## src/rtl/slc_pkg.sv

```systemverilog
// shared constants and types for the serial link setup block
// assumes a single 250 MHz core clock and rear switches that read 1 when closed
package slc_pkg;

  // core clock and bit-rate timing
  localparam int CLK_PERIOD_NS = 4;
  localparam int CLK_HZ = 1000000000 / CLK_PERIOD_NS;
  localparam int BASE_RATE_BPS = 75;
  // cycles per bit at the slowest rate, rounded down
  localparam int BASE_BIT_CYCLES = CLK_HZ / BASE_RATE_BPS;
  localparam int BIT_CNT_W = 22;
  localparam int RATE_CODE_W = 3;

  // receive buffer shape and pacing thresholds
  localparam int FIFO_WIDTH = 8;
  localparam int FIFO_DEPTH = 4;
  localparam int FIFO_LEVEL_W = 3;
  localparam logic [2:0] FIFO_ALMOST_FULL = 3'h3;
  localparam logic [2:0] FIFO_ALMOST_EMPTY = 3'h1;

  // characters on the wire
  localparam logic [7:0] CHAR_XOFF = 8'h13;
  localparam logic [7:0] CHAR_XON = 8'h11;
  localparam logic [7:0] CHAR_SEMI = 8'h3b;
  localparam logic [7:0] CHAR_CR = 8'h0d;
  localparam logic [7:0] CHAR_LF = 8'h0a;
  localparam logic [7:0] CHAR_SPACE = 8'h20;
  localparam logic [7:0] CHAR_DOT = 8'h2e;
  localparam logic [7:0] CHAR_ZERO = 8'h30;
  localparam logic [7:0] CHAR_NINE = 8'h39;
  localparam logic [7:0] CHAR_LOW_A = 8'h61;
  localparam logic [7:0] CHAR_LOW_Z = 8'h7a;
  localparam logic [7:0] CASE_OFFSET = 8'h20;

  // command words, upper case, last four letters seen
  localparam logic [31:0] WORD_VOLT = 32'h56534554;
  localparam logic [31:0] WORD_CURR = 32'h49534554;

  // register map, byte addresses
  localparam logic [3:0] REG_CONFIG = 4'h0;
  localparam logic [3:0] REG_VOLT = 4'h4;
  localparam logic [3:0] REG_CURR = 4'h8;
  localparam logic [3:0] REG_CONTROL = 4'hc;

  // config/status field positions
  localparam int CFG_RATE_LSB = 0;
  localparam int CFG_FLOW_BIT = 3;
  localparam int CFG_HW_BIT = 4;
  localparam int CFG_LOCAL_BIT = 5;
  localparam int CFG_REMOTE_BIT = 6;
  localparam int CFG_OVERRUN_BIT = 7;
  localparam int CFG_DONE_BIT = 8;
  // control field positions
  localparam int CTL_REMOTE_BIT = 0;
  localparam int CTL_CLR_OVR_BIT = 1;

  // reset values and the saturation ceiling for parsed numbers
  localparam logic [15:0] SETPOINT_RST = 16'h0000;
  localparam logic [15:0] VALUE_MAX = 16'hffff;
  localparam logic [31:0] READ_ZERO = 32'h00000000;

  // switch settings caught once after reset
  typedef struct packed {
    logic [2:0] rateCode;
    logic flowOn;
    logic hwPacing;
    logic localStart;
  } slc_cfg_type;

  // command parser states, gray along word -> number -> apply
  typedef enum logic [1:0] {
    P_WORD = 2'b00,
    P_NUM = 2'b01,
    P_APPLY = 2'b11,
    P_SKIP = 2'b10
  } slc_parse_type;

endpackage

```

## src/rtl/slc_fifo.sv

```systemverilog
// small first-in first-out buffer with valid/ready on both sides
// assumes depth is a power of two; level counts words held
`timescale 1ns/1ns
module slc_fifo #(
  parameter int WIDTH = 8,
  parameter int DEPTH = 4,
  parameter int LEVEL_W = 3
) (
  // clock and reset
  input wire logic ref_clk,
  input wire logic srst,
  // filling side
  input wire logic inValid,
  output logic inReady,
  input wire logic [WIDTH-1:0] inData,
  // draining side
  output logic outValid,
  input wire logic outReady,
  output logic [WIDTH-1:0] outData,
  // fill level
  output logic [LEVEL_W-1:0] level
);

  localparam int PTR_W = $clog2(DEPTH);
  localparam logic [LEVEL_W-1:0] LEVEL_FULL = LEVEL_W'(DEPTH);

  logic [WIDTH-1:0] store [DEPTH];  // word storage
  logic [PTR_W-1:0] wrPtr;  // next slot to fill
  logic [PTR_W-1:0] rdPtr;  // oldest word
  logic doPush;
  logic doPop;

  // full and empty come straight from the count, so they never lie
  assign inReady = (level != LEVEL_FULL);
  assign outValid = (level != '0);
  assign outData = store[rdPtr];
  assign doPush = inValid && inReady;
  assign doPop = outValid && outReady;

  // storage write, no reset needed on data
  always_ff @(posedge ref_clk) begin
    if (doPush) begin
      store[wrPtr] <= inData;
    end
  end

  // pointers and level
  always_ff @(posedge ref_clk) begin
    if (srst) begin
      wrPtr <= '0;
      rdPtr <= '0;
      level <= '0;
    end else begin
      if (doPush) begin
        wrPtr <= PTR_W'(wrPtr + 1'b1);
      end
      if (doPop) begin
        rdPtr <= PTR_W'(rdPtr + 1'b1);
      end
      if (doPush && !doPop) begin
        level <= LEVEL_W'(level + 1'b1);
      end else if (doPop && !doPush) begin
        level <= LEVEL_W'(level - 1'b1);
      end
    end
  end

endmodule

```

## src/rtl/slc_serial_link.sv

```systemverilog
// serial command port: switch setup, receiver, pacing, command parser, register slave
// assumes rear switches and the receive line are asynchronous pins
// Notes on behaviour
// [RULE1] host and device share one bit rate
// [RULE2] rate is 75 shifted by switch code
// [RULE3] switches sampled only once after power-up
// [RULE4] pacing switch turns flow control on/off
// [RULE5] flow method: characters or handshake line
// [RULE6] startup switch picks remote or local control
// [RULE7] remote startup lights the remote indicator
// [RULE8] semicolon commands set voltage and current
// [RULE9] send XOFF when full, XON when ready
// [RULE10] handshake output shows readiness to receive
// [RULE11] startup switch 0 remote, 1 local
//
// Our own choices: the register addresses and register access over Avalon-MM.
`timescale 1ns/1ns
module slc_serial_link #(
  parameter int BASE_BIT_CYCLES = slc_pkg::BASE_BIT_CYCLES
) (
  // clock and reset
  input wire logic ref_clk,
  input wire logic srst,
  // rear switch bank
  input wire logic rateSelectWeightFour,
  input wire logic rateSelectWeightTwo,
  input wire logic rateSelectWeightOne,
  input wire logic flowDisableSwitch,
  input wire logic hwPacingSwitch,
  input wire logic startupModeSwitch,
  // serial port connector
  input wire logic rxData,
  output logic txData,
  output logic deviceReadyOut,
  // front panel
  output logic remoteLed,
  // power stage
  input wire logic applyReady,
  output logic [15:0] voltSetpoint,
  output logic [15:0] currSetpoint,
  // avalon-mm slave
  input wire logic [3:0] avsAddress,
  input wire logic avsRead,
  input wire logic avsWrite,
  input wire logic [31:0] avsWriteData,
  input wire logic [3:0] avsByteEnable,
  output logic [31:0] avsReadData,
  output logic avsWaitRequest
);

  // character helpers shared by the parser branches
  function automatic logic isDigit(input logic [7:0] ch);
    return (ch >= slc_pkg::CHAR_ZERO) && (ch <= slc_pkg::CHAR_NINE);
  endfunction

  function automatic logic isTerm(input logic [7:0] ch);
    return (ch == slc_pkg::CHAR_SEMI) || (ch == slc_pkg::CHAR_CR) || (ch == slc_pkg::CHAR_LF);
  endfunction

  function automatic logic [7:0] toUpper(input logic [7:0] ch);
    logic [7:0] res;
    res = ch;
    if ((ch >= slc_pkg::CHAR_LOW_A) && (ch <= slc_pkg::CHAR_LOW_Z)) begin
      res = ch - slc_pkg::CASE_OFFSET;
    end
    return res;
  endfunction

  // decimal accumulate, saturating so a long number cannot wrap to a small one
  function automatic logic [15:0] accumDigit(input logic [15:0] acc, input logic [7:0] ch);
    logic [19:0] wide;
    wide = {4'h0, acc} * 20'h0000a + {16'h0000, ch[3:0]};
    if (wide > {4'h0, slc_pkg::VALUE_MAX}) begin
      return slc_pkg::VALUE_MAX;
    end
    return wide[15:0];
  endfunction

  // pin synchronisers
  logic [5:0] swMeta;  // first stage, read only by swSync
  logic [5:0] swSync;
  logic rxMeta;  // first stage, read only by rxSync
  logic rxSync;
  logic rxPrev;  // for start-bit edge

  // setup state
  slc_pkg::slc_cfg_type cfg;  // frozen switch settings
  logic cfgDone;  // high once settings are caught
  logic [slc_pkg::BIT_CNT_W-1:0] bitCycles;  // cycles per bit
  logic [slc_pkg::BIT_CNT_W-1:0] halfCycles;  // half a bit, to land mid-bit

  // receiver
  logic rxBusy;
  logic [slc_pkg::BIT_CNT_W-1:0] rxCnt;
  logic [3:0] rxBitIdx;
  logic [7:0] rxShift;
  logic rxStrobe;  // one-cycle pulse, a byte with good stop bit
  logic overrun;  // sticky: byte lost to a full buffer

  // buffer
  logic fifoInReady;
  logic fifoOutValid;
  logic [7:0] fifoOutData;
  logic [2:0] fifoLevel;
  logic parseReady;

  // transmitter and pacing
  logic txBusy;
  logic [slc_pkg::BIT_CNT_W-1:0] txCnt;
  logic [3:0] txBitIdx;
  logic [8:0] txShift;  // stop bit over character
  logic xoffSent;  // host has been told to pause
  logic softPacing;
  logic sendXoff;
  logic sendXon;

  // parser
  slc_pkg::slc_parse_type parseState;
  logic [31:0] wordBuf;  // last four letters, upper case
  logic [15:0] acc;  // number being read
  logic fracSeen;  // digits after a point are dropped
  logic isVolt;  // pending command targets voltage
  logic take;

  // bus
  logic busReq;
  logic busWrite;
  logic [31:0] readValue;

  // switches and line pass two flops before anything looks at them
  always_ff @(posedge ref_clk) begin
    swMeta <= {rateSelectWeightFour, rateSelectWeightTwo, rateSelectWeightOne,
               flowDisableSwitch, hwPacingSwitch, startupModeSwitch};
    swSync <= swMeta;
    rxMeta <= rxData;
    rxSync <= rxMeta;
  end

  // catch the switches once, on the first edge after reset; later moves are ignored
  always_ff @(posedge ref_clk) begin
    if (srst) begin
      cfg <= '0;
      cfgDone <= 1'b0;
    end else if (!cfgDone) begin
      cfg.rateCode <= swSync[5:3];  // [RULE2] [RULE3]
      cfg.flowOn <= !swSync[2];  // [RULE4]
      cfg.hwPacing <= swSync[1];  // [RULE5]
      cfg.localStart <= swSync[0];  // [RULE6]
      cfgDone <= 1'b1;  // [RULE3]
    end
  end

  // one divisor serves receive and transmit, so both run the host's rate
  assign bitCycles = slc_pkg::BIT_CNT_W'(BASE_BIT_CYCLES >> cfg.rateCode);  // [RULE1] [RULE2]
  assign halfCycles = bitCycles >> 1;

  // receiver: centre-sample start, eight data bits, stop
  always_ff @(posedge ref_clk) begin
    if (srst) begin
      rxPrev <= 1'b1;
      rxBusy <= 1'b0;
      rxCnt <= '0;
      rxBitIdx <= 4'h0;
      rxShift <= 8'h00;
      rxStrobe <= 1'b0;
    end else begin
      rxPrev <= rxSync;
      rxStrobe <= 1'b0;
      if (!rxBusy) begin
        // falling edge marks a start bit; nothing heard before setup is done
        if (cfgDone && rxPrev && !rxSync) begin
          rxBusy <= 1'b1;
          rxCnt <= halfCycles;
          rxBitIdx <= 4'h0;
        end
      end else if (rxCnt != '0) begin
        rxCnt <= rxCnt - 1'b1;
      end else begin
        rxCnt <= bitCycles - 1'b1;
        rxBitIdx <= rxBitIdx + 4'h1;
        if (rxBitIdx == 4'h0) begin
          // glitch, not a start bit
          if (rxSync) begin
            rxBusy <= 1'b0;
          end
        end else if (rxBitIdx <= 4'h8) begin
          rxShift <= {rxSync, rxShift[7:1]};
        end else begin
          // framing errors are dropped silently
          rxBusy <= 1'b0;
          rxStrobe <= rxSync;
        end
      end
    end
  end

  // overrun flag; a new loss in the clearing cycle wins
  always_ff @(posedge ref_clk) begin
    if (srst) begin
      overrun <= 1'b0;
    end else if (rxStrobe && !fifoInReady) begin
      overrun <= 1'b1;
    end else if (busWrite && avsAddress == slc_pkg::REG_CONTROL && avsByteEnable[0]
                 && avsWriteData[slc_pkg::CTL_CLR_OVR_BIT]) begin
      overrun <= 1'b0;
    end
  end

  // received bytes wait here while the parser is stalled on the power stage
  slc_fifo #(
    .WIDTH(slc_pkg::FIFO_WIDTH),
    .DEPTH(slc_pkg::FIFO_DEPTH),
    .LEVEL_W(slc_pkg::FIFO_LEVEL_W)
  ) rxFifo (
    .ref_clk(ref_clk),
    .srst(srst),
    .inValid(rxStrobe),
    .inReady(fifoInReady),
    .inData(rxShift),
    .outValid(fifoOutValid),
    .outReady(parseReady),
    .outData(fifoOutData),
    .level(fifoLevel)
  );

  // xoff goes out one word early since a byte may already be on the wire
  assign softPacing = cfgDone && cfg.flowOn && !cfg.hwPacing;  // [RULE4] [RULE5]
  assign sendXoff = softPacing && !txBusy && !xoffSent
                    && (fifoLevel >= slc_pkg::FIFO_ALMOST_FULL);  // [RULE9]
  assign sendXon = softPacing && !txBusy && xoffSent
                   && (fifoLevel <= slc_pkg::FIFO_ALMOST_EMPTY);  // [RULE9]

  // transmitter: only pacing characters leave the device here
  always_ff @(posedge ref_clk) begin
    if (srst) begin
      txData <= 1'b1;
      txBusy <= 1'b0;
      txCnt <= '0;
      txBitIdx <= 4'h0;
      txShift <= 9'h1ff;
    end else if (!txBusy) begin
      if (sendXoff || sendXon) begin
        txShift <= {1'b1, sendXoff ? slc_pkg::CHAR_XOFF : slc_pkg::CHAR_XON};  // [RULE9]
        txData <= 1'b0;
        txBusy <= 1'b1;
        txCnt <= bitCycles - 1'b1;
        txBitIdx <= 4'h0;
      end
    end else if (txCnt != '0) begin
      txCnt <= txCnt - 1'b1;
    end else if (txBitIdx == 4'h9) begin
      txBusy <= 1'b0;
    end else begin
      txData <= txShift[0];
      txShift <= {1'b1, txShift[8:1]};
      txBitIdx <= txBitIdx + 4'h1;
      txCnt <= bitCycles - 1'b1;
    end
  end

  // remembers whether the host is paused
  always_ff @(posedge ref_clk) begin
    if (srst) begin
      xoffSent <= 1'b0;
    end else if (sendXoff) begin
      xoffSent <= 1'b1;
    end else if (sendXon) begin
      xoffSent <= 1'b0;
    end
  end

  // handshake line: low until setup is done, then only meaningful in hardware pacing, held high otherwise
  always_ff @(posedge ref_clk) begin
    if (srst) begin
      deviceReadyOut <= 1'b0;
    end else if (!cfgDone) begin
      deviceReadyOut <= 1'b0;
    end else if (!cfg.flowOn || !cfg.hwPacing) begin
      deviceReadyOut <= 1'b1;  // [RULE4]
    end else begin
      deviceReadyOut <= (fifoLevel < slc_pkg::FIFO_ALMOST_FULL);  // [RULE10]
    end
  end

  // remote/local: caught at startup, software may switch it later
  always_ff @(posedge ref_clk) begin
    if (srst) begin
      remoteLed <= 1'b0;
    end else if (!cfgDone) begin
      remoteLed <= !swSync[0];  // [RULE6] [RULE7] [RULE11]
    end else if (busWrite && avsAddress == slc_pkg::REG_CONTROL && avsByteEnable[0]) begin
      remoteLed <= avsWriteData[slc_pkg::CTL_REMOTE_BIT];
    end
  end

  // parser drains the buffer except while a setpoint waits on the power stage
  assign parseReady = (parseState != slc_pkg::P_APPLY);
  assign take = fifoOutValid && parseReady;

  // command parser: word, number, terminator, apply
  always_ff @(posedge ref_clk) begin
    if (srst) begin
      parseState <= slc_pkg::P_WORD;
      wordBuf <= 32'h00000000;
      acc <= slc_pkg::SETPOINT_RST;
      fracSeen <= 1'b0;
      isVolt <= 1'b0;
      voltSetpoint <= slc_pkg::SETPOINT_RST;
      currSetpoint <= slc_pkg::SETPOINT_RST;
    end else begin
      case (parseState)
        slc_pkg::P_WORD: begin
          if (take) begin
            if (isTerm(fifoOutData)) begin
              wordBuf <= 32'h00000000;  // [RULE8]
            end else if (isDigit(fifoOutData)) begin
              if (wordBuf == slc_pkg::WORD_VOLT || wordBuf == slc_pkg::WORD_CURR) begin
                isVolt <= (wordBuf == slc_pkg::WORD_VOLT);
                acc <= accumDigit(16'h0000, fifoOutData);
                fracSeen <= 1'b0;
                parseState <= slc_pkg::P_NUM;
              end else begin
                parseState <= slc_pkg::P_SKIP;
              end
            end else if (fifoOutData != slc_pkg::CHAR_SPACE) begin
              wordBuf <= {wordBuf[23:0], toUpper(fifoOutData)};
            end
          end
        end
        slc_pkg::P_NUM: begin
          if (take) begin
            if (isDigit(fifoOutData)) begin
              // fraction digits are read but not kept
              if (!fracSeen) begin
                acc <= accumDigit(acc, fifoOutData);
              end
            end else if (fifoOutData == slc_pkg::CHAR_DOT) begin
              fracSeen <= 1'b1;
            end else if (isTerm(fifoOutData)) begin
              parseState <= slc_pkg::P_APPLY;  // [RULE8]
            end else if (fifoOutData != slc_pkg::CHAR_SPACE) begin
              parseState <= slc_pkg::P_SKIP;
            end
          end
        end
        slc_pkg::P_APPLY: begin
          if (applyReady) begin
            // local mode: commands are read and discarded
            if (remoteLed && isVolt) begin
              voltSetpoint <= acc;  // [RULE8]
            end else if (remoteLed) begin
              currSetpoint <= acc;  // [RULE8]
            end
            wordBuf <= 32'h00000000;
            parseState <= slc_pkg::P_WORD;
          end
        end
        slc_pkg::P_SKIP: begin
          if (take && isTerm(fifoOutData)) begin
            wordBuf <= 32'h00000000;
            parseState <= slc_pkg::P_WORD;
          end
        end
        default: begin
          parseState <= slc_pkg::P_WORD;
        end
      endcase
    end
  end

  // bus slave: one wait cycle, then answer; a write lands when waitrequest is low
  assign busReq = avsRead || avsWrite;
  assign busWrite = avsWrite && !avsWaitRequest;

  // read mux; unmapped offsets read zero
  always_comb begin
    readValue = slc_pkg::READ_ZERO;
    case (avsAddress)
      slc_pkg::REG_CONFIG: begin
        readValue[slc_pkg::CFG_RATE_LSB +: slc_pkg::RATE_CODE_W] = cfg.rateCode;
        readValue[slc_pkg::CFG_FLOW_BIT] = cfg.flowOn;
        readValue[slc_pkg::CFG_HW_BIT] = cfg.hwPacing;
        readValue[slc_pkg::CFG_LOCAL_BIT] = cfg.localStart;
        readValue[slc_pkg::CFG_REMOTE_BIT] = remoteLed;
        readValue[slc_pkg::CFG_OVERRUN_BIT] = overrun;
        readValue[slc_pkg::CFG_DONE_BIT] = cfgDone;
      end
      slc_pkg::REG_VOLT: readValue[15:0] = voltSetpoint;
      slc_pkg::REG_CURR: readValue[15:0] = currSetpoint;
      slc_pkg::REG_CONTROL: readValue[slc_pkg::CTL_REMOTE_BIT] = remoteLed;
      default: readValue = slc_pkg::READ_ZERO;
    endcase
  end

  // waitrequest and read data registers
  always_ff @(posedge ref_clk) begin
    if (srst) begin
      avsWaitRequest <= 1'b1;
      avsReadData <= slc_pkg::READ_ZERO;
    end else if (busReq && avsWaitRequest) begin
      avsWaitRequest <= 1'b0;
      avsReadData <= avsRead ? readValue : slc_pkg::READ_ZERO;
    end else begin
      avsWaitRequest <= 1'b1;
    end
  end
endmodule

```

## config.mk

```make
export PLATFORM = sky130hd
export DESIGN_NAME = slc_serial_link
export DESIGN_NICKNAME = d
export VERILOG_FILES = /design/src/rtl/slc_pkg.sv /design/src/rtl/slc_fifo.sv /design/src/rtl/slc_serial_link.sv
export SDC_FILE = /design/constraint.sdc
export NUM_CORES = 1
export LEC_CHECK = 0
export ABC_AREA = 1
export BUFFER_PORTS_ARGS = -buffer_cell sky130_fd_sc_hd__buf_2
export CAP_MARGIN = 30
export CORE_MARGIN = 8
export CORE_UTILIZATION = 60
export CTS_BUF_LIST = sky130_fd_sc_hd__clkbuf_2 sky130_fd_sc_hd__clkbuf_4 sky130_fd_sc_hd__clkbuf_8
export DETAILED_ROUTE_END_ITERATION = 10
export PLACE_DENSITY = 0.87
export SLEW_MARGIN = 10
export SYNTH_ARGS = -nofsm -noshare
export SYNTH_HDL_FRONTEND = slang
export SYNTH_SLANG_ARGS = --single-unit
```

## constraint.sdc

```tcl
create_clock -name ref_clk -period 4.2 [get_ports ref_clk]
set_input_delay 0.84 -clock ref_clk [delete_from_list [all_inputs] [get_ports ref_clk]]
set_output_delay 0.84 -clock ref_clk [all_outputs]
set_load 0.02 [all_outputs]
```

Word-level counts from Yosys, hierarchy flattened
Memory sizes are Yosys's and may differ from the RTL's. A register that Yosys moved wholly into a read port is not among the register bits.
Index checks and enable logic that the tools add are counted.
- register bits after elaboration: 223
- memory bits (writable): 32
- input port bits: 52
- output and inout bits: 68
- word-level logic and storage cells: 273
- memories kept: 1
- add/subtract/negate cells: 11
- multiply operators: 1
- magnitude comparators: 10
- eq/ne operators: 36
- shifts and indexed selects: 1
- multiplexer cells: 105
- bitwise operators: 6
- reductions and logical operators: 66
- memory list (name ; depth ; width ; rd ports ; clocked after memory_dff ; write ports ; RTL line ; text):
    rxFifo.store ; 4 ; 8 ; 1 ; 1 ; 1 ; slc_fifo.sv:27 ; logic [WIDTH-1:0] store [DEPTH];
- operators with widths (cell ; count):
    16-bit two-way mux ; 12
    32-bit two-way mux ; 6
    22-bit two-way mux ; 7
    32-bit one-hot mux with 3 select lines ; 1
    22-bit by 1-bit subtractor with 22-bit output, second input constant ; 3
    32-bit by 31-bit equality test with 1-bit output, second input constant ; 2
    1-bit two-way mux ; 45
    22-bit nonzero test ; 2
    9-bit two-way mux ; 4
    16-bit one-hot mux with 2 select lines ; 1
    2-bit two-way mux ; 14
    4-bit two-way mux ; 7
    2-bit != test, second input constant ; 14
    8-bit one-hot mux with 3 select lines ; 1
    1-bit logical AND ; 23
    22-bit by 3-bit right shift with 22-bit output, first input constant ; 1
    20-bit by 4-bit adder with 20-bit output ; 1
    20-bit by 16-bit greater-than comparator with 1-bit output, second input constant ; 1
    16-bit by 3-bit multiplier with 19-bit output, second input constant ; 1
    8-bit by 4-bit equality test with 1-bit output, second input constant ; 2
    8-bit by 6-bit equality test with 1-bit output, second input constant ; 2
    4-bit by 16-bit greater-than comparator with 1-bit output, second input constant ; 1
    8-bit AND reduction ; 2
    3-bit != test, second input constant ; 5
    40 further kinds ; 78

Logic depth before layout (Yosys ltp)
Gate-level depths: netlist of run 1.
- word-level depth: 14
- depth in mapped cells: 24

By module
From an unflattened synthesis of run 1, not the netlist that was laid out.
- cells, all modules: 1744
- area, all modules: 12912.4 sq um
- modules (own cells, without submodules) (module ; times used ; cells an instance ; area each (sq um) ; seq. area each (sq um)):
    slc_serial_link ; 1 ; 1600 ; 11234.5 ; 3983.8
    slc_fifo ; 1 ; 144 ; 1677.9 ; 1141.1

Worst setup path after synthesis of run 1
OpenSTA, ideal clock, no wires.
- path kind: reg-to-reg
- start: register acc[1]
- end: register acc[4]
- data arrival time: 2.693 ns
- required time: 4.068 ns
- setup slack: 1.375 ns
- stages on the path, launching flop included: 18
- period minus slack after synthesis: 2.825 ns
- path through: dfxtp_1 > ha_1 > ha_1 > inv_1 > fa_1 > nor2_1 > nand4_1 > nand2_1 > nand2_1 > nor2_1 > nand3_1 > nor2_1 > nand3_1 > nand2_1 > buf_4 > nand3_1 > nand2_1 > a21oi_1
- word-level cells in the longest chain between the ends: 14
- RTL lines (item ; RTL line ; text):
    start: declaration ; slc_serial_link.sv:120 ; logic [15:0] acc;
    start signal: assignment ; slc_serial_link.sv:305 ; acc <= slc_pkg::SETPOINT_RST;
    start signal: assignment ; slc_serial_link.sv:319 ; acc <= accumDigit(16'h0000, fifoOutData);
    start signal: assignment ; slc_serial_link.sv:335 ; acc <= accumDigit(acc, fifoOutData);
    16-bit by 3-bit multiplier with 19-bit output * ; slc_serial_link.sv:72 ; wide = {4'h0, acc} * 20'h0000a + {16'h0000, ch[3:0]};
    20-bit by 4-bit adder with 20-bit output * ; slc_serial_link.sv:72 ;
    20-bit by 16-bit greater-than comparator with 1-bit output ; slc_serial_link.sv:73 ; if (wide > {4'h0, slc_pkg::VALUE_MAX}) begin
    1-bit two-way mux ; slc_serial_link.sv:73 ;
    1-bit two-way mux ; slc_serial_link.sv:334 ; if (!fracSeen) begin
    1-bit two-way mux ; slc_serial_link.sv:332 ; if (isDigit(fifoOutData)) begin
    1-bit two-way mux ; slc_serial_link.sv:331 ; if (take) begin
    1-bit two-way mux ; slc_serial_link.sv:311 ; case (parseState)
    1-bit two-way mux ; slc_serial_link.sv:302 ; if (srst) begin
    16-bit two-way mux * ; slc_serial_link.sv:76 ; return wide[15:0];
    16-bit two-way mux * ; slc_serial_link.sv:334 ;
    16-bit two-way mux * ; slc_serial_link.sv:332 ;
    16-bit two-way mux * ; slc_serial_link.sv:331 ;
    16-bit one-hot mux with 2 select lines * ; slc_serial_link.sv:311 ;
Mark *: on every way between the ends. The rest lies on a longest branch, timed or not. The select of a mux whose other input is x is not followed.
A chain may end at the register's enable or synchronous reset.

Final worst setup path of run 1
- start: register acc[1]
- end: register acc[0]
- word-level cells in the longest chain between the ends: 14
- RTL lines (item ; RTL line):
    16-bit by 3-bit multiplier with 19-bit output ; slc_serial_link.sv:72
    20-bit by 4-bit adder with 20-bit output ; slc_serial_link.sv:72
    20-bit by 16-bit greater-than comparator with 1-bit output ; slc_serial_link.sv:73
    1-bit two-way mux ; slc_serial_link.sv:73
    1-bit two-way mux ; slc_serial_link.sv:334
    1-bit two-way mux ; slc_serial_link.sv:332
    1-bit two-way mux ; slc_serial_link.sv:331
    1-bit two-way mux ; slc_serial_link.sv:311
    1-bit two-way mux ; slc_serial_link.sv:302
    16-bit two-way mux ; slc_serial_link.sv:76
    16-bit two-way mux ; slc_serial_link.sv:334
    16-bit two-way mux ; slc_serial_link.sv:332
    16-bit two-way mux ; slc_serial_link.sv:331
    16-bit one-hot mux with 2 select lines ; slc_serial_link.sv:311
No other way between the ends. The select of a mux whose other input is x is not followed.

==> impl_metrics.tcl, run 1 <==
set metrics [dict create \
    relSlewSlack_pct 44.2 \
    final_util_pct 67.5 \
    register_area_sq_mm 0.00512 \
    io-pin-count 120 \
    gr-total-overflow 0 \
    min_path_type "flip-flop to flip-flop" \
    p_per_area_mw_per_mm2 559 \
    synth_flop_cell "dfxtp_1" \
    worstMarginPinSlew_ps 834 \
    avgSynthCellArea_sq_um 7.10 \
    wl_mm 32.6 \
    ys_seq_area_share_pct 39.8 \
    remaining_drc_errors 0 \
    die_x_microns 162 \
    grt_pass1_vias 11300 \
    worstPathArrival_ps 3800 \
    r2r_start "acc[1]" \
    hpwlAfterDp_mm 23.0 \
    core_area_sq_mm 0.0210 \
    syn_inst 1813 \
    clk_path_buf_depth 3 \
    synth.cell_area_sq_mm 0.0129 \
    antenna_found_initial 0 \
    finalHoldViolCount 0 \
    clock_skew_ps 38.0 \
    vias_per_cell 5.62 \
    cap_violations 0 \
    cts_hold_buffers 0 \
    fillCellCount 1703 \
    synth_edf_count 32 \
    r2r_cells 16 \
    grt_pass1_wl_mm 53.7 \
    initial_core_util_pct 61.2 \
    worstSetupEndpointType "flip-flop" \
    grt_max_degree 79 \
    synth_top_area_share_pct 32.4 \
    final_common_cell "nand2_1" \
    ys_seq_elements 240 \
    cts_resized 0 \
    ctsRootBufferMaster "clkbuf_8" \
    critPathLaunch "acc[1]" \
    yosys_warnings 0 \
    power_leakage_nw 6.62 \
    io_buffers 70 \
    startpoint_type "flip-flop" \
    yosys.area.top_type "dfxtp_1" \
    fmax_mhz 291 \
    mostFrequentLayoutCells "nand2_1 (385), nor2_1 (238), inv_1 (220), dfxtp_1 (208), a21oi_1 (142)" \
    critical_path.endpoint "acc[0]" \
    areaGrowthSynthToFinish_pct 10.2 \
    cts_tree "yes" \
    finalWorstSetupSlack_ps 768 \
    timing.rr.end "acc[0]" \
    dr.pass1.iters 9 \
    drive_above_1_share_pct 10.2 \
    routabilityCongestion 0.907 \
    row_count 53 \
    reg2reg_slack_ps 770 \
    dieArea_sq_mm 0.0264 \
    cts_max_level 2 \
    dp_cells 2107 \
    rsz0062_at_grt "false" \
    final_cells 2184 \
    drt_iter0_markers 1319 \
    multi_input_area_sq_mm 0.00649 \
    post-cts-setup-buffer-count 0 \
    peakVddDrop_mv 0.315 \
    clk_latency_ps 560 \
    final_cell_area_sq_mm 0.0142 \
    fin_crit_sh_pct 81.7 \
    dpl_cell_area_sq_mm 0.0133 \
    crit_required_ps 4570 \
    wl_per_cell_microns 14.9 \
    async_flop_share_pct 0 \
    diodes 0 \
    critPathKind "flip-flop to flip-flop" \
    grt_usage_pct 24.1 \
    num_vias 12300 \
    post-route-min-period_ps 3430 \
    cts_sinks 240 \
    setup_tns_ps 0 \
    finalHoldWorstSlack_ps 325 \
    cts_made_buffers 41 \
    synthTopCellsByArea "dfxtp_1 (32%), nand2_1 (11%), edfxtp_1 (7.5%)" \
    status "completed" \
    slew_viol_final 0 \
    final-setup-viol-count 0 \
    ant_nets 0 \
    synthDistinctLibCells 56 \
    die_y_microns 162 \
    clk_pin_slew_ps 60 \
    pre_cts_slack_ps 816 \
    crit_fanout 14 \
    p_total_mw 7.94 \
    nets 1984 \
]
-- logic make-up after synthesis --
logic type | after synthesis | share of synthesized area [%]
other | 1 | 0.0291
AND/OR/NAND/NOR | 799 | 25.9
XOR/XNOR | 39 | 2.65
buffers and inverters | 313 | 10.2
AO/OA/AOI/OAI | 365 | 15.8
adder cells (fa/ha/maj) | 56 | 5.56
flip-flops | 240 | 39.8
-- worst max-delay path: stages (launching register included) --
cell and delay (ps):
dfxtp_1 500, ha_1 290, ha_1 230, inv_1 70, fa_1 450, nor2_1 170
nand4_1 130, nand2_1 100, nand2_1 70, nor2_1 210, nand3_1 200, nor2_1 140
nand3_1 80, nand2_1 350, nand2_1 100, nand2_1 120, a21oi_1 80
-- registers in the layout, indices dropped and copies added, names as in the netlist, 6 cells and up, named ones only --
name and flops:
acc 16, swSync 6, rxFifo.store 32, cfg 6, swMeta 6, voltSetpoint 16
avsReadData 16, rxCnt 22, currSetpoint 16, wordBuf 32, rxShift 8, txCnt 22
txShift 8
-- Yosys cell counts (2+ instances only) --
master       n
nand2_1    385
nor2_1     238
inv_1      221
dfxtp_1    208
a21oi_1    142
o21ai_0    113
nand3_1     97
ha_1        54
clkbuf_1    44
edfxtp_1    32
o21ai_1     32
xor2_1      31
nor3_1      22
nand4_1     20
buf_4       17
o22ai_1     16
o211ai_1    15
a31oi_1     10
o221ai_1     9
buf_6        8
nand2_2      8
xnor2_1      8
buf_2        7
inv_2        6
or2_2        6
a211oi_1     5
clkinv_1     5
nand3b_1     5
nor2_2       4
a22oi_1      3
buf_1        3
nand3_2      3
nor4_1       3
o2111ai_1    3
o21a_1       3
o31ai_1      3
a21oi_4      2
fa_1         2
nor2_4       2
o21bai_1     2
-- layout make-up --
class	instances	share of cell area, %
tap	275	2.43
sequential	240	36.1
inverter	234	6.23
clock buffer	57	5.04
timing repair buffer	84	3.35
multi-input combinational	1275	45.7
clock inverter	19	1.09
-- where the power goes --
group	switching (mW)	total, mW	leakage (nW)	internal [mW]
combinational	1.93	2.86	4.15	0.928
clock	0.970	2.21	0.460	1.24
sequential	0.251	2.87	2.01	2.62
-- worst min-delay path by stage --
| stage | from | to | slack (ps) | cells after the start |
|---|---|---|---|---|
| 2_1_floorplan | rxMeta | rxSync | 310 | 0 |
| 3_3_place_gp | swMeta[0] | swSync[0] | 310 | 0 |
| 3_5_place_dp | swMeta[4] | swSync[4] | 310 | 0 |
| 4_1_cts | swMeta[4] | swSync[4] | 330 | 0 |
| 5_1_grt | swMeta[4] | swSync[4] | 340 | 0 |
| 6_report | swMeta[4] | swSync[4] | 330 | 0 |
-- metal layers --
layer,vias to the layer above,GRT usage [%],wire length (microns)
li1,6018,-,-
met1,5645,30.4,13900
met2,523,40.2,15100
met3,80,4.30,2780
met4,0,9.68,820
met5,-,0,0
Note: power is estimated with default switching activity, not from simulation.
==> inputs of run 2 (changes only) <==
==> constraint.sdc (replaced) <==
create_clock -name ref_clk -period 3.33 [get_ports ref_clk]
set_input_delay 0.666 -clock ref_clk [delete_from_list [all_inputs] [get_ports ref_clk]]
set_output_delay 0.666 -clock ref_clk [all_outputs]
set_load 0.02 [all_outputs]
==> run 2 against run 1 <==
Net effect:
- final area up 0.55%
- sequential share of layout area down 0.18 points
- register-to-register slack worse by 460 ps
- power up 28%
- critical path type unchanged
- largest cell class unchanged
==> impl_metrics.tcl, run 2 (synthesis results as in run 1) <==
set metrics [dict create \
    min_path_type "input pin to flip-flop" \
    crit_required_ps 3720 \
    fin_crit_sh_pct 90.7 \
    cts_made_buffers 39 \
    vias_per_cell 5.62 \
    routabilityCongestion 0.921 \
    nets 1991 \
    clk_latency_ps 540 \
    rsz0062_at_grt "false" \
    areaGrowthSynthToFinish_pct 10.8 \
    cts_max_level 2 \
    hpwlAfterDp_mm 23.5 \
    p_per_area_mw_per_mm2 713 \
    diodes 0 \
    critPathMaxStageDelay_ps 440 \
    finalHoldViolCount 0 \
    mostFrequentLayoutCells "nand2_1 (384), nor2_1 (236), inv_1 (220), dfxtp_1 (206), a21oi_1 (142)" \
    r2r_cells 16 \
    ant_nets 0 \
    clk_path_buf_depth 3 \
    initial_core_util_pct 61.2 \
    crit_cells 16 \
    gr-total-overflow 0 \
    p_total_mw 10.2 \
    wl_per_cell_microns 15.2 \
    path_delay_family "simple AND/OR/NAND/NOR gates" \
    io_buffers 70 \
    hold_depth 1 \
    final_common_cell "nand2_1" \
    setup_tns_ps 0 \
    crit_top_cell "nand2_1" \
    power_leakage_nw 6.66 \
    post-route-min-period_ps 3020 \
    drt_iter0_markers 1298 \
    remaining_drc_errors 0 \
    crit_fanout 14 \
    die_y_microns 162 \
    ctsRootBufferMaster "clkbuf_8" \
    final-setup-viol-count 0 \
    grt_pass1_vias 11600 \
    clk_pin_slew_ps 60 \
    path_cells "ha_1 > ha_1 > inv_1 > fa_1 > nor2_1 > nand4_1 > nand2_1 > nand2_1 > nor2_1 > nand3_1 > nor2_1 > nand3_1 > nand2_4 > nand2_1 > nand2_1 > a21oi_1" \
    worstPathArrival_ps 3410 \
    drive_above_1_share_pct 10.6 \
    post-cts-setup-buffer-count 0 \
    num_vias 12300 \
    cap_violations 0 \
    path_buf_inv 1 \
    peakVddDrop_mv 0.381 \
    antenna_found_initial 0 \
    grt_max_degree 51 \
    dieArea_sq_mm 0.0264 \
    io-pin-count 120 \
    top_regs "rxFifo.store: 32 flops, wordBuf: 32 flops" \
    fillCellCount 1717 \
    critPathKind "flip-flop to flip-flop" \
    cts_tree "yes" \
    die_x_microns 162 \
    slew_viol_final 0 \
    core_area_sq_mm 0.0210 \
    worstMarginPinSlew_ps 876 \
    wl_mm 33.2 \
    status "completed" \
    critPathSlowestCell "fa_1" \
    dr.pass1.iters 6 \
    row_count 53 \
    grt_pass1_wl_mm 54.1 \
    worstSetupEndpointType "flip-flop" \
    cts_sinks 240 \
    startpoint_type "flip-flop" \
    clock_skew_ps 18.1 \
    fmax_mhz 331 \
    relSlewSlack_pct 41.4 \
    grt_usage_pct 24.4 \
]
run 2: changes by cell type in the layout (fill, tap and decap cells not counted), moves of 2 or more:
cell / previous run / this run
dfxtp_2: 0 / 2
nor2_2: 4 / 6
bufinv_16: 2 / 5
nor2_1: 238 / 236
dfxtp_1: 208 / 206
buf_4: 12 / 23
clkinv_1: 10 / 5
clkinv_2: 10 / 2
run 2: power breakdown:
part           switching, mW  internal, mW  total [mW]  leakage, nW
Combinational           2.45          1.20        3.65         4.19
Clock                   1.14          1.76        2.90        0.456
Sequential             0.308          3.31        3.62         2.02
run 2: path summary, 6_finish.rpt:
path                     start        end  slack [ps]
min          startupModeSwitch  swMeta[0]         230
max reg2reg             acc[1]    acc[15]         310
min reg2reg          swMeta[0]  swSync[0]         320
max                     acc[1]    acc[15]         310
run 2: per-layer routing:
layer | part of all wire [%] | vias up | global-route usage [%]
met1 | 41 | 5580 | 29.5
met2 | 46 | 539 | 40.0
met5 | 0 | - | 0
met3 | 8.9 | 109 | 5.41
met4 | 4.2 | 0 | 12.8
li1 | - | 6033 | -
run 2: final cells by class:
| type | count | area (sq um) | share of cell area [%] |
|---|---|---|---|
| repair buffers | 93 | 523 | 3.67 |
| multi-input cells | 1275 | 6500 | 45.6 |
| well taps | 275 | 344 | 2.41 |
| clock buffers | 57 | 716 | 5.02 |
| clock inverters | 8 | 170 | 1.19 |
| inverters | 234 | 885 | 6.20 |
| flip-flops and latches | 240 | 5130 | 35.9 |
run 2: worst reg2reg max path, delay by kind of cell (launching register included):
family,cells,cell delay [ps]
compound gates,1,90
fa+ha+maj,3,970
buf+inv,1,80
flops,1,320
simple gates,11,1430
run 2: what timing repair did:
action / in CTS / in global routing
hold buffers: 0 / 0
endpoints found under the setup margin: 0 / 16
gates resized for setup: 0 / 6
run 2: metrics by stage:
| step | cell area, sq um | utilization, % | hold WS [ps] | setup WS, ps | instances |
|---|---|---|---|---|---|
| floorplan | 12900 | - | 310 | 505 | 1828 |
| global placement | 13400 | 63.6 | 311 | 215 | 2117 |
| detailed placement | 13400 | 63.6 | 312 | 103 | 2117 |
| CTS | 14300 | 67.8 | 214 | 110 | 2182 |
| global route | 14300 | 67.9 | 211 | 30.2 | 2182 |
| finish | 14300 | 67.9 | 231 | 309 | 2182 |
==> inputs of run 3 (changes only) <==
--- a/config.mk
+++ b/config.mk
@@ -9,10 +9,11 @@
 export BUFFER_PORTS_ARGS = -buffer_cell sky130_fd_sc_hd__buf_2
 export CAP_MARGIN = 30
 export CORE_MARGIN = 8
-export CORE_UTILIZATION = 60
+export CORE_UTILIZATION = 35
 export CTS_BUF_LIST = sky130_fd_sc_hd__clkbuf_2 sky130_fd_sc_hd__clkbuf_4 sky130_fd_sc_hd__clkbuf_8
 export DETAILED_ROUTE_END_ITERATION = 10
-export PLACE_DENSITY = 0.87
+export MAX_ROUTING_LAYER = met4
+export PLACE_DENSITY = 0.59
 export SLEW_MARGIN = 10
 export SYNTH_ARGS = -nofsm -noshare
 export SYNTH_HDL_FRONTEND = slang
==> run 3 against run 2 <==
Net effect:
- power is 0.47% higher
- first-iteration DRC count shrank 50%
- die area is 64% higher
- hold slack worse by 38 ps
- cell count is 9.5% higher
- global-route usage fell by 8.8 points
- clock skew up 0.63 ps
- critical endpoint is now acc[0]
- largest cell class unchanged
- largest power group is now sequential cells
==> impl_metrics.tcl, run 3 (synthesis results as in run 1) <==
set metrics [dict create \
    status "completed" \
    critPathKind "flip-flop to flip-flop" \
    p_int_mw 6.28 \
    fillCellCount 3801 \
    grt_pass1_vias 11000 \
    dieArea_sq_mm 0.0432 \
    mostFrequentLayoutCells "nand2_1 (385), nor2_1 (235), inv_1 (220), dfxtp_1 (207), a21oi_1 (142)" \
    r2r_cells 19 \
    post-route-min-period_ps 2970 \
    final_common_cell "nand2_1" \
    path_buf_inv 3 \
    pwr-share-clk_pct 29.6 \
    worstSetupEndpointType "flip-flop" \
    min_path_type "input pin to flip-flop" \
    areaGrowthSynthToFinish_pct 13.5 \
    power_leakage_nw 6.71 \
    comb_power_share_pct 35.1 \
    clk_path_buf_depth 3 \
    worstPathArrival_ps 3380 \
    crit_fanout 14 \
    drive_above_1_share_pct 11.0 \
    critPathMaxStageDelay_ps 440 \
    met1_usage_pct 18.9 \
    gr-total-overflow 0 \
    cts_max_level 2 \
    clock_skew_ps 18.7 \
    die_x_microns 208 \
    r2r_start "acc[0]" \
    cts_tree "yes" \
    antenna_found_initial 1 \
    nets 1998 \
    worstHoldEndpoint "rxMeta" \
    fmax_mhz 336 \
    io_buffers 70 \
    finalWorstSetupSlack_ps 358 \
    path_cells "ha_1 > ha_1 > inv_1 > fa_1 > inv_1 > nand3_1 > nand2_1 > nand2_1 > nand2_1 > nand2_1 > nand2_1 > nand3_1 > nor2_1 > nand3_1 > nand2_1 > buf_12 > nand2_1 > nand2_1 > a21oi_1" \
    pre_cts_slack_ps 241 \
    io-pin-count 120 \
    peakVddDrop_mv 0.452 \
    register_area_sq_mm 0.00513 \
    clk_latency_ps 570 \
    hpwlAfterDp_mm 24.8 \
    drt_iter0_markers 654 \
    final-setup-viol-count 0 \
    p_switching_mw 3.94 \
    multi_input_area_sq_mm 0.00650 \
    p_per_area_mw_per_mm2 700 \
    startpoint_type "flip-flop" \
    clk_pin_slew_ps 60 \
    crit_required_ps 3740 \
    core_area_sq_mm 0.0364 \
    relSlewSlack_pct 43.8 \
    cts_hold_buffers 0 \
    cts_sinks 240 \
    row_count 70 \
    vias_per_cell 4.89 \
    reg2reg_slack_ps 360 \
    grt_usage_pct 15.6 \
    cap_violations 0 \
    hold_depth 1 \
    grt_use_met3_pct 2.91 \
    finalHoldViolCount 0 \
    dr.pass1.iters 5 \
    grt_max_degree 70 \
    post-cts-setup-buffer-count 0 \
    num_vias 11700 \
    top_usage_layer "met2" \
    crit_cells 19 \
    crit_top_cell "nand2_1" \
    die_y_microns 208 \
    routabilityCongestion 0.866 \
    critPathSlowestCell "dfxtp_1" \
    slew_viol_final 0 \
    worstMarginPinSlew_ps 843 \
    sw_frac_of_total_pct 38.6 \
    rsz0062_at_grt "false" \
    wl_per_cell_microns 14.1 \
    ant_nets 0 \
    worst_hold_startpoint "rxData" \
    timing.rr.end "acc[0]" \
    setup_tns_ps 0 \
    seq_power_share_pct 35.3 \
    fin_crit_sh_pct 89.3 \
    wl_mm 33.8 \
    cts_made_buffers 43 \
    grt_pass1_wl_mm 55.2 \
    ctsRootBufferMaster "clkbuf_8" \
    top_regs "rxFifo.store: 32 flops, wordBuf: 32 flops" \
    path_delay_family "simple AND/OR/NAND/NOR gates" \
    grt.met2_usage_pct 26.1 \
    remaining_drc_errors 0 \
    initial_core_util_pct 35.3 \
]
-- run 3: cell types whose count changed in the layout (fill, tap and decap cells not counted), sizes merged --
cell,delta
clkinv,+8
buf,+3
clkbuf,+3
bufinv,-1
clkinvlp,+1
diode,+1
-- run 3: power by group through the flow --
stage,combinational [mW],sequential [mW],clock (mW)
detailed placement,3.58,3.66,0
global route,4.13,3.66,3.25
floorplan,3.00,3.57,0
global placement,3.53,3.66,0
finish,3.59,3.61,3.02
CTS,3.60,3.60,3.12
-- run 3: cell type report --
| type | count | area share (%) |
|---|---|---|
| Clock buffer | 60 | 5.14 |
| Tap cell | 468 | 4.01 |
| Multi-Input combinational cell | 1275 | 44.5 |
| Antenna cell | 1 | 0.0171 |
| Sequential cell | 240 | 35.1 |
| Timing Repair Buffer | 96 | 3.91 |
| Inverter | 234 | 6.07 |
| Clock inverter | 16 | 1.29 |
-- run 3: repair_timing --
action,CTS,global route
endpoints found under the setup margin,0,16
endpoints found under the hold margin,0,0
resized for setup,0,4
-- run 3: routing by layer --
| metal | vias to the layer above | share of wire (%) |
|---|---|---|
| li1 | 6057 | - |
| met1 | 5331 | 45 |
| met2 | 238 | 47 |
| met3 | 64 | 4.9 |
| met4 | 0 | 2.5 |
| met5 | - | 0 |
-- run 3: per-stage QoR --
step / cells / hold WS, ps / utilization [%] / power [mW] / cell area, sq um
2_1_floorplan: 1828 / 310 / - / 6.56 / 12900
3_3_place_gp: 2313 / 312 / 37.5 / 7.19 / 13700
3_5_place_dp: 2313 / 312 / 37.5 / 7.24 / 13700
4_1_cts: 2389 / 151 / 40.1 / 10.3 / 14600
5_1_grt: 2390 / 163 / 40.1 / 11.0 / 14600
6_report: 2390 / 193 / 40.1 / 10.2 / 14600
-- run 3: worst max path at each step --
stage	from	endpoint	slack, ps
floorplan	acc[1]	acc[4]	500
detailed placement	flip-flop	acc[0]	240
global placement	flip-flop	acc[0]	260
global route	acc[0]	acc[13]	20
CTS	flip-flop	acc[0]	220
finish	acc[0]	acc[0]	360
